## src/mclk_defines.svh

```systemverilog
// Purpose: constants for the master clock divider and source selection block
// Assumes: 32-bit classic Wishbone slave, byte addresses on an 8-bit address
// Notes:   field positions and offsets are shared by the design and the bench
`ifndef MCLK_DEFINES_SVH
`define MCLK_DEFINES_SVH

// register byte offsets
`define CCR_OFFSET      8'h00
`define SYSCFG_OFFSET   8'h04
`define STATUS_OFFSET   8'h08

// clock_config_register fields
`define IDIV_LSB        0
`define IDIV_MSB        1
`define ODIV_LSB        4
`define ODIV_MSB        7
`define MUL_LSB         8
`define MUL_MSB         12
`define VB_LSB          14
`define VB_MSB          15
`define SRC_LSB         16
`define SRC_MSB         17

// field limits and encodings
`define ODIV_MAX        4'hE
`define VB_RESERVED     2'h3
`define SRC_PLL         2'h3

// reset values
`define IDIV_RESET      2'h0
`define ODIV_RESET      4'h0
`define MUL_RESET       5'h00
`define VB_RESET        2'h0
`define SRC_RESET       2'h0
`define HALVE_RESET     1'h0
`define PHASE_RESET     7'h01

// system config and status fields
`define HALVE_BIT       0
`define STAT_MCLK_BIT   0
`define STAT_PEND_BIT   1
`define STAT_VBRES_BIT  2
`define STAT_MODE_BIT   3
`define STAT_PER_LSB    16
`define STAT_PER_MSB    31

`endif

```

## src/mclk_pkg.sv

```systemverilog
// Purpose: types for the master clock divider and source selection block
// Assumes: nothing beyond the defines header
// Notes:   the constants themselves live in mclk_defines.svh
package mclk_pkg;

  // path that produces the master clock
  typedef enum logic [0:0] {
    MODE_BYPASS = 1'b0,
    MODE_PLL    = 1'b1
  } mode_type;

endpackage : mclk_pkg

```

## src/master_clock_divider_select.sv

```systemverilog
// Purpose: derive master, cpu and system clocks from the crystal input
// Assumes: crystal_input is synchronous to sys_clk and well below half its rate
// Notes:   the loop path is a digital phase accumulator, not an analog loop
//
// The Wishbone register port and the register offsets were chosen for this implementation.
`timescale 1ns/1ps
`include "mclk_defines.svh"
`default_nettype none

module master_clock_divider_select (
  // clock and reset
  input  wire logic        sys_clk,
  input  wire logic        resetn,
  // wishbone slave
  input  wire logic        wb_cyc_i,
  input  wire logic        wb_stb_i,
  input  wire logic        wb_we_i,
  input  wire logic [7:0]  wb_adr_i,
  input  wire logic [3:0]  wb_sel_i,
  input  wire logic [31:0] wb_dat_i,
  output var  logic [31:0] wb_dat_o,
  output var  logic        wb_ack_o,
  // oscillator in, clocks out
  input  wire logic        crystal_input,
  output var  logic        master_clock,
  output var  logic        cpu_clock,
  output var  logic        system_clock
);

  // how the master clock is made:
  //   bypass: a phase counter steps on every crystal edge, rising and falling,
  //   and the master clock is high for the first (idiv+1)*(odiv+1) steps of a period
  //   and low for as many; with both factors one it copies the crystal, duty included
  //   loop: a phase accumulator adds 2*(mul+1) per sys_clk and gives a vco edge each
  //   time it passes (idiv+1) measured crystal periods; the same counter then divides
  //   the vco edges by (odiv+1) per half period
  // limitations:
  //   the vco gives at most one edge per sys_clk, so its rate saturates there
  //   the loop path needs one rising crystal edge before it runs; that edge loads a period count measured from reset
  //   a stopped crystal freezes the master clock in bypass and keeps new settings pending; the loop runs on from the last measured period
  //   a reserved vco band is stored and flagged, with no other effect
  // all new settings, the cpu halving included, wait for a period boundary so
  // that, while bypass stays in force, neither the master nor the cpu clock ever shows a shortened level
  // register map, word addresses on wb_adr_i[7:2]:
  //   0x00 configuration: dividers, multiplier, vco band and clock source
  //   0x04 system configuration: cpu clock halving
  //   0x08 status, read only: crystal period, mode, flags, master level
  //   other addresses read zero and ignore writes; every request gets one ack

  // software-visible configuration
  logic [1:0]  input_divider_reg;
  logic [3:0]  output_divider_reg;
  logic [4:0]  feedback_multiplier_reg;
  logic [1:0]  vco_band_select_reg;
  logic [1:0]  clock_source_select_reg;
  logic        cpu_clock_halve_reg;

  // settings in force, loaded at a period boundary
  mclk_pkg::mode_type act_mode_reg;
  logic [1:0]  act_idiv_reg;
  logic [3:0]  act_odiv_reg;
  logic [4:0]  act_mul_reg;
  logic        act_halve_reg;

  // clock generation state
  logic        xtal_d_reg;
  logic [15:0] period_cnt_reg;
  logic [15:0] osc_period_reg;
  logic [23:0] acc_reg;
  logic [6:0]  phase_reg;
  logic        mclk_reg;
  logic        cpu_reg;
  logic        sys_reg;

  // bus state
  logic        ack_reg;
  logic [31:0] rdata_reg;

  // bus decode
  wire         bus_req    = wb_cyc_i & wb_stb_i & ~ack_reg;
  wire         bus_wr     = bus_req & wb_we_i;
  wire         sel_ccr    = (wb_adr_i[7:2] == 6'(`CCR_OFFSET >> 2));
  wire         sel_syscfg = (wb_adr_i[7:2] == 6'(`SYSCFG_OFFSET >> 2));
  wire         sel_status = (wb_adr_i[7:2] == 6'(`STATUS_OFFSET >> 2));

  // current register images
  wire [31:0]  ccr_word;
  wire [31:0]  syscfg_word;
  wire [31:0]  status_word;
  wire [31:0]  ccr_merged;
  wire [31:0]  syscfg_merged;

  assign ccr_word = {14'h0000,
                     clock_source_select_reg,
                     vco_band_select_reg,
                     1'b0,
                     feedback_multiplier_reg,
                     output_divider_reg,
                     2'h0,
                     input_divider_reg};
  assign syscfg_word = {31'h00000000, cpu_clock_halve_reg};

  // source 0x is bypass, only 11 starts the loop path
  wire         mode_src_pll  = (clock_source_select_reg == `SRC_PLL);
  mclk_pkg::mode_type mode_from_src;
  assign mode_from_src = mode_src_pll ? mclk_pkg::MODE_PLL : mclk_pkg::MODE_BYPASS;

  // a written setting not yet in force; in bypass it stays up while the crystal is stopped
  wire         pend_idiv = (act_idiv_reg != input_divider_reg);
  wire         pend_odiv = (act_odiv_reg != output_divider_reg);
  wire         pend_mul  = (act_mul_reg != feedback_multiplier_reg);
  wire         pend_mode = (act_mode_reg != mode_from_src);
  wire         pending   = pend_idiv | pend_odiv | pend_mul | pend_mode;
  // the band only matters to an analog loop, so here it is just flagged
  wire         vb_bad  = (vco_band_select_reg == `VB_RESERVED);

  // the period field keeps its last value when the crystal stops
  assign status_word = {osc_period_reg,
                        12'h000,
                        act_mode_reg,
                        vb_bad,
                        pending,
                        mclk_reg};

  // byte lanes merge write data over the old word
  // reads always return the whole word; sel only masks writes
  genvar lane;
  generate
    for (lane = 0; lane < 4; lane = lane + 1) begin : g_lane
      assign ccr_merged[8*lane +: 8]    = wb_sel_i[lane] ? wb_dat_i[8*lane +: 8]
                                                         : ccr_word[8*lane +: 8];
      assign syscfg_merged[8*lane +: 8] = wb_sel_i[lane] ? wb_dat_i[8*lane +: 8]
                                                         : syscfg_word[8*lane +: 8];
    end
  endgenerate

  // fields of a write, output divider clipped at its top value
  // the input divider field is two bits wide, so it cannot pass three
  wire [3:0]   odiv_raw  = ccr_merged[`ODIV_MSB:`ODIV_LSB];
  wire [3:0]   odiv_wr   = (odiv_raw > `ODIV_MAX) ? `ODIV_MAX : odiv_raw;
  wire [1:0]   idiv_wr   = ccr_merged[`IDIV_MSB:`IDIV_LSB];

  // read mux; unmapped addresses read zero
  wire [31:0]  rdata_next = sel_ccr    ? ccr_word :
                            sel_syscfg ? syscfg_word :
                            sel_status ? status_word : 32'h00000000;

  // active division factors
  wire [2:0]   idiv_fac = {1'b0, act_idiv_reg} + 3'h1;
  wire [4:0]   odiv_fac = {1'b0, act_odiv_reg} + 5'h01;
  wire [7:0]   byp_fac  = idiv_fac * odiv_fac;
  wire         is_pll   = (act_mode_reg == mclk_pkg::MODE_PLL);
  wire [7:0]   half_len = is_pll ? {3'h0, odiv_fac} : byp_fac;
  wire [7:0]   last_ph  = {half_len[6:0], 1'b0} - 8'h01;

  // crystal edges
  wire         xtal_rise = crystal_input & ~xtal_d_reg;
  wire         xtal_fall = ~crystal_input & xtal_d_reg;
  wire         xtal_edge = xtal_rise | xtal_fall;

  // digital vco: one edge each time the accumulator passes an input period
  // threshold is (idiv+1) crystal periods, the step 2*(mul+1) per sys_clk
  wire [18:0]  vco_thr   = idiv_fac * osc_period_reg;
  wire [6:0]   vco_inc   = {1'b0, act_mul_reg, 1'b0} + 7'h02;
  wire [23:0]  acc_sum   = acc_reg + {17'h00000, vco_inc};
  wire         thr_ok    = (osc_period_reg != 16'h0000);
  wire         vco_edge  = is_pll & thr_ok & (acc_sum >= {5'h00, vco_thr});
  wire [23:0]  acc_diff  = acc_sum - {5'h00, vco_thr};
  // excess is dropped: the vco cannot give more than one edge per sys_clk
  wire [23:0]  acc_next  = ~is_pll ? 24'h000000 :
                           ~vco_edge ? acc_sum :
                           (acc_diff >= {5'h00, vco_thr}) ? 24'h000000 : acc_diff;

  // output prescaler steps on crystal edges in bypass and vco edges in loop mode
  // one phase register serves both paths, so a mode change needs no handover
  wire         step      = is_pll ? vco_edge : xtal_edge;
  wire         at_last   = ({1'b0, phase_reg} >= last_ph);
  // in bypass the wrap waits for a rising crystal edge so the phase stays aligned
  wire         wrap      = step & at_last & (is_pll | xtal_rise);
  wire [6:0]   phase_next = wrap ? 7'h00 :
                            (step & ~at_last) ? phase_reg + 7'h01 : phase_reg;
  wire         mclk_next = ({1'b0, phase_next} < half_len);
  wire         mclk_rise = mclk_next & ~mclk_reg;

  // the cpu divider halves by toggling on master rising edges
  // a new halving choice is taken only where cpu and master rise together;
  // switching at any other edge could leave the cpu clock with a short level
  wire         halve_load = mclk_rise & ~cpu_reg;
  wire         cpu_next  = act_halve_reg ? (mclk_rise ? ~cpu_reg : cpu_reg)
                                         : mclk_next;

  // period measurement counter saturates when the crystal stops
  wire [15:0]  period_inc = (period_cnt_reg == 16'hFFFF) ? period_cnt_reg
                                                         : period_cnt_reg + 16'h0001;

  // wishbone handshake: one wait state, ack drops the cycle after
  // read data is captured with the request and held until the next one
  always_ff @(posedge sys_clk) begin
    if (!resetn) begin
      ack_reg   <= 1'b0;
      rdata_reg <= 32'h00000000;
    end else begin
      ack_reg   <= bus_req;
      rdata_reg <= bus_req ? rdata_next : rdata_reg;
    end
  end

  // configuration writes; status and unmapped writes are ignored
  // a written setting goes live only at the next wrap, below
  always_ff @(posedge sys_clk) begin
    if (!resetn) begin
      input_divider_reg       <= `IDIV_RESET;
      output_divider_reg      <= `ODIV_RESET;
      feedback_multiplier_reg <= `MUL_RESET;
      vco_band_select_reg     <= `VB_RESET;
      clock_source_select_reg <= `SRC_RESET;
    end else if (bus_wr & sel_ccr) begin
      input_divider_reg       <= idiv_wr;
      output_divider_reg      <= odiv_wr;
      feedback_multiplier_reg <= ccr_merged[`MUL_MSB:`MUL_LSB];
      vco_band_select_reg     <= ccr_merged[`VB_MSB:`VB_LSB];
      clock_source_select_reg <= ccr_merged[`SRC_MSB:`SRC_LSB];
    end
  end

  // cpu halving bit as software sees it; the divider follows it later
  always_ff @(posedge sys_clk) begin
    if (!resetn) begin
      cpu_clock_halve_reg <= `HALVE_RESET;
    end else if (bus_wr & sel_syscfg) begin
      cpu_clock_halve_reg <= syscfg_merged[`HALVE_BIT];
    end
  end

  // halving in force, loaded where both clocks rise so no runt appears
  always_ff @(posedge sys_clk) begin
    if (!resetn) begin
      act_halve_reg <= `HALVE_RESET;
    end else if (halve_load) begin
      act_halve_reg <= cpu_clock_halve_reg;
    end
  end

  // settings in force change only when the master clock starts a new period
  always_ff @(posedge sys_clk) begin
    if (!resetn) begin
      act_mode_reg <= mclk_pkg::MODE_BYPASS;
      act_idiv_reg <= `IDIV_RESET;
      act_odiv_reg <= `ODIV_RESET;
      act_mul_reg  <= `MUL_RESET;
    end else if (wrap) begin
      act_mode_reg <= mode_from_src;
      act_idiv_reg <= input_divider_reg;
      act_odiv_reg <= output_divider_reg;
      act_mul_reg  <= feedback_multiplier_reg;
    end
  end

  // oscillator period in sys_clk cycles, the reference for the vco
  // one period is counted from rising crystal edge to rising crystal edge
  always_ff @(posedge sys_clk) begin
    if (!resetn) begin
      xtal_d_reg     <= 1'b0;
      period_cnt_reg <= 16'h0000;
      osc_period_reg <= 16'h0000;
    end else begin
      xtal_d_reg     <= crystal_input;
      period_cnt_reg <= xtal_rise ? 16'h0001 : period_inc;
      osc_period_reg <= xtal_rise ? period_cnt_reg : osc_period_reg;
    end
  end

  // vco accumulator and output prescaler phase
  // the phase leaves reset on the last low step of a divide-by-one period,
  // so the master clock stays low until the first rising crystal edge
  always_ff @(posedge sys_clk) begin
    if (!resetn) begin
      acc_reg   <= 24'h000000;
      phase_reg <= `PHASE_RESET;
    end else begin
      acc_reg   <= acc_next;
      phase_reg <= phase_next;
    end
  end

  // clock outputs, all from flip-flops
  always_ff @(posedge sys_clk) begin
    if (!resetn) begin
      mclk_reg <= 1'b0;
      cpu_reg  <= 1'b0;
      sys_reg  <= 1'b0;
    end else begin
      mclk_reg <= mclk_next;
      cpu_reg  <= cpu_next;
      sys_reg  <= cpu_next;
    end
  end

  // port drivers
  assign wb_ack_o     = ack_reg;
  assign wb_dat_o     = rdata_reg;
  assign master_clock = mclk_reg;
  assign cpu_clock    = cpu_reg;
  assign system_clock = sys_reg;

endmodule : master_clock_divider_select

`default_nettype wire

```

## config.mk

```make
export PLATFORM = sky130hd
export DESIGN_NAME = master_clock_divider_select
export DESIGN_NICKNAME = d
export VERILOG_FILES = /design/src/mclk_pkg.sv /design/src/master_clock_divider_select.sv
export VERILOG_INCLUDE_DIRS = /design/src /design/src/src
export SDC_FILE = /design/constraint.sdc
export NUM_CORES = 1
export LEC_CHECK = 0
export BUFFER_PORTS_ARGS = -buffer_cell sky130_fd_sc_hd__buf_2
export CORE_MARGIN = 3
export CORE_UTILIZATION = 35
export DETAILED_ROUTE_END_ITERATION = 12
export PLACE_DENSITY_LB_ADDON = 0.25
export SLEW_MARGIN = 5
export SYNTH_ARGS = -nofsm -noshare
export SYNTH_HDL_FRONTEND = slang
export SYNTH_SLANG_ARGS = --single-unit
```

## constraint.sdc

```tcl
create_clock -name sys_clk -period 10.5 [get_ports sys_clk]
set_clock_uncertainty 0.1 [all_clocks]
set_input_delay 0.525 -clock sys_clk [delete_from_list [all_inputs] [get_ports sys_clk]]
set_output_delay 0.525 -clock sys_clk [all_outputs]
set_load 0.02 [all_outputs]
```

==> run summary <==
## Outcome
* **run status** completed

## Placed design
* **half-perimeter wire length after placement** 19440 microns
* **final estimated routing congestion in global placement** 0.8468
* **IO Port Bufs** 64

## Floorplanning
* **io pins** 86
* **Die X-Extent** 176.1 microns
* **row count** 61
* **initial standard-cell utilization of the core** 35.96%
* **area of the core region** 28160 sq um
* **full die area** 31010 sq um
* **die boundary height** 176.1 microns

## Synth
* **post-synthesis cell count** 1224
* **sequential area share after synthesis** 25.11%
* **adder-cell area share of the yosys netlist** 14.60%
* **Post-Syn Area** 10130 sq um
* **count of state elements after synthesis** 127
* **share of the synthesized netlist area taken by xor and xnor gates** 8.512%
* **complex-gate fraction of the synthesized area** 18.79%
* **number of different library cells in the post-synthesis netlist** 90
* **commonest register cell after synthesis** dfxtp_1
* **number of enable-type register cells in the synthesized netlist** 0
* **Synth Area in Simple Gates** 23.40%
* **portion of synthesized cell area occupied by the leading cell type** 25.11%
* **per-instance average area after synthesis** 8.274 sq um
* **mux contribution to synthesized area** 4.164%
* **most frequent cells after synthesis** dfxtp_1, nand2_1, ha_1, nor2_1, inv_1
* **top cells by area in the synthesized netlist** dfxtp_1, ha_1, nand2_1
* **net count of the mapped netlist** 1378
* **cell type with the highest aggregate area in the netlist** dfxtp_1
* **Yosys warning count** 0
* **share of async-settable or async-resettable flops after synthesis** 0%
* **dominant combinational cell family by area after synthesis** simple AND/OR/NAND/NOR gates

## Cells and area
* **share of layout cells above drive strength 1** 11.14%
* **number of nets in the layout** 1416
* **antenna fix cells** 0
* **Largest register FFs** 31
* **relative area change from synthesis to final layout** 11.70%

## Critical path
* **capturing instance or port of the critical path** acc_reg[2]
* **buffers plus inverters on the worst setup path** 1
* **kind of start point of the critical path** register
* **endpoint of the lowest-slack register-to-register path** acc_reg[2]
* **Arrival @ worst endpoint** 9.03 ns
* **path depth of the worst reg2reg path** 29
* **Max stage delay cell, worst path** dfxtp_1
* **critical path start-end classification** reg2reg
* **cell family with most CP delay** compound AO/OA/AOI/OAI gates
* **CP Launch Point** act_idiv_reg[0]
* **crit-path max cell delay** 0.80 ns
* **Worst path depth** 29
* **Req. time, crit path** 10.76 ns
* **CP endpoint kind** register
* **register-to-register path setup slack** 1.73 ns
* **crit path max fanout** 24
* **reg2reg start** act_idiv_reg[0]

## Power
* **Peak supply drop** 0.00009569 V
* **Switching Fraction** 27.95%
* **Gate power share** 10.2%
* **final total power** 0.001217 W
* **static power due to leakage** 4.806 nW
* **clock share of power** 49.0%
* **areal power density over the cells** 107.6 nW/um^2
* **Internal Pwr Total** 0.0008768 W
* **power share of the sequential group** 40.8%
* **net switching power** 0.0003402 W

## Routing
* **1st-pass router iterations** 5
* **initial DRC count** 557
* **DRC violations left** 0
* **count of nets left with antenna violations after detail routing** 0
* **average vias per placed instance** 5.204
* **post-detailed-routing wire length** 25510 microns
* **detailed-route via count** 8603
* **WL/cell** 15.43 microns

## GRT
* **via count of the first global-routing pass** 8330
* **residual overflow from global routing** 0
* **total global routing track utilization** 16.63%
* **maximum number of pins on one net before global-route repair** 87
* **wire length of the first global-routing pass** 42630 microns
* **number of antenna violations at the first check in global routing** 1

## Timing
* **headroom to the max-slew limit** 41.76%
* **final setup fails** 0
* **final worst hold slack** 0.2596 ns
* **final sum of negative setup slack** 0 ns
* **top achievable clock speed** 114.1 MHz
* **setup repair after global routing missed its margin** no
* **Worst Tran Pin Value** 0.8684 ns
* **fin. max-slew vios** 0
* **Hold Vio Cnt, Final** 0
* **final period demand of the worst path** 8.768 ns
* **final worst-path cycle share** 83.50%

## Job
* **count of maximum capacitance violations** 0

## Clock tree
* **number of gates resized after cts** 0
* **clock latency on the worst-skew pair** 0.42 ns
* **hold-fix buffers at CTS** 0
* **Max Root-Sink Buffers** 2
* **clock transition at the registers of the reported paths** 0.07 ns
* **post-CTS setup buffers** 0
* **CTS tree** done
* **H-tree lvl count** 4
* **Clk Tree Root Cell** clkbuf_16
* **number of clock sinks** 127
* **clock buffers created by TritonCTS** 17

## Min path
* **min-delay worst type** in2reg

[per-layer routing]
| metal | vias to the layer above | wire length, microns | GRT usage (%) |
|---|---|---|---|
| met4 | 0 | 236 | 3.266 |
| li1 | 4420 | - | - |
| met5 | - | 0 | 0 |
| met2 | 161 | 11770 | 27.58 |
| met1 | 3997 | 12600 | 22.94 |
| met3 | 25 | 896 | 2.731 |
[cell usage in the layout, fill, tap and decap left out, types with 5 or more instances in the layout]
cell type / count
nand2_1: 127
dfxtp_1: 127
ha_1: 83
nor2_1: 80
inv_1: 74
nand3_1: 72
buf_2: 64
xor2_1: 47
nor2b_1: 44
a21oi_1: 44
xnor2_1: 42
mux2i_1: 41
a21boi_0: 40
nand2b_1: 29
and2_1: 24
o21ai_0: 24
fa_1: 21
a21o_1: 20
nand4_1: 19
clkbuf_16: 17
a22o_1: 16
o211ai_1: 15
nor3_1: 14
o21a_1: 10
and3_1: 10
or2_2: 8
a31oi_1: 8
nor4_1: 8
buf_4: 8
a211oi_1: 7
a311oi_1: 6
o22ai_1: 5
a21oi_2: 5
or3_1: 5
or4_1: 5
o21bai_1: 5
[worst min-delay path, cell delays in order]
cell and delay [ns]:
buf_2 0.10, nand3_1 0.05, a21boi_0 0.06
[worst min-delay path by stage]
stage,cells past startpoint,startpoint,end,slack [ns]
final,3,wb_dat_i[11],feedback_multiplier_reg[3],0.26
after global routing,3,wb_dat_i[4],output_divider_reg[0],0.25
after CTS,3,wb_dat_i[4],output_divider_reg[0],0.24
after detailed placement,2,wb_dat_o[12],wb_dat_o[12],0.36
after global placement,2,wb_dat_o[19],wb_dat_o[19],0.35
after floorplan,2,act_halve_reg,act_halve_reg,0.34
[final cells by class]
class	count	area [sq um]
tap	378	473.0
multi-input combinational	969	7053
timing repair buffer	72	380.4
clock buffer	17	425.4
inverter	75	286.5
sequential	127	2542
fill	2839	16850
clock inverter	15	151.4
[stage by stage]
step	area [sq um]	setup slack [ns]	instances	utilization [%]
global placement	10740	1.818	1621	38.12
CTS	11310	1.684	1653	40.17
detailed placement	10740	1.695	1621	38.12
finish	11310	1.732	1653	40.17
global route	11310	0.8841	1653	40.17
floorplan	10130	3.307	1224	-
[logic make-up (layout without fill, tap and decap cells)]
kind of cell	Yosys count	after routing
mux	42	42
flops	127	127
buf+inv	128	179
compound gates	258	258
other cells	1	1
xor+xnor	93	93
fa+ha+maj	106	106
simple gates	469	469
[power by group through the flow]
| stage | sequential (W) | combinational, W | clock [W] |
|---|---|---|---|
| floorplan | 0.000508 | 0.0000898 | 0 |
| global placement | 0.000507 | 0.000123 | 0 |
| detailed placement | 0.000507 | 0.000124 | 0 |
| CTS | 0.000497 | 0.000125 | 0.000611 |
| global route | 0.000498 | 0.000138 | 0.000630 |
| finish | 0.000497 | 0.000124 | 0.000596 |
Note: power is estimated with default switching activity, not from simulation.
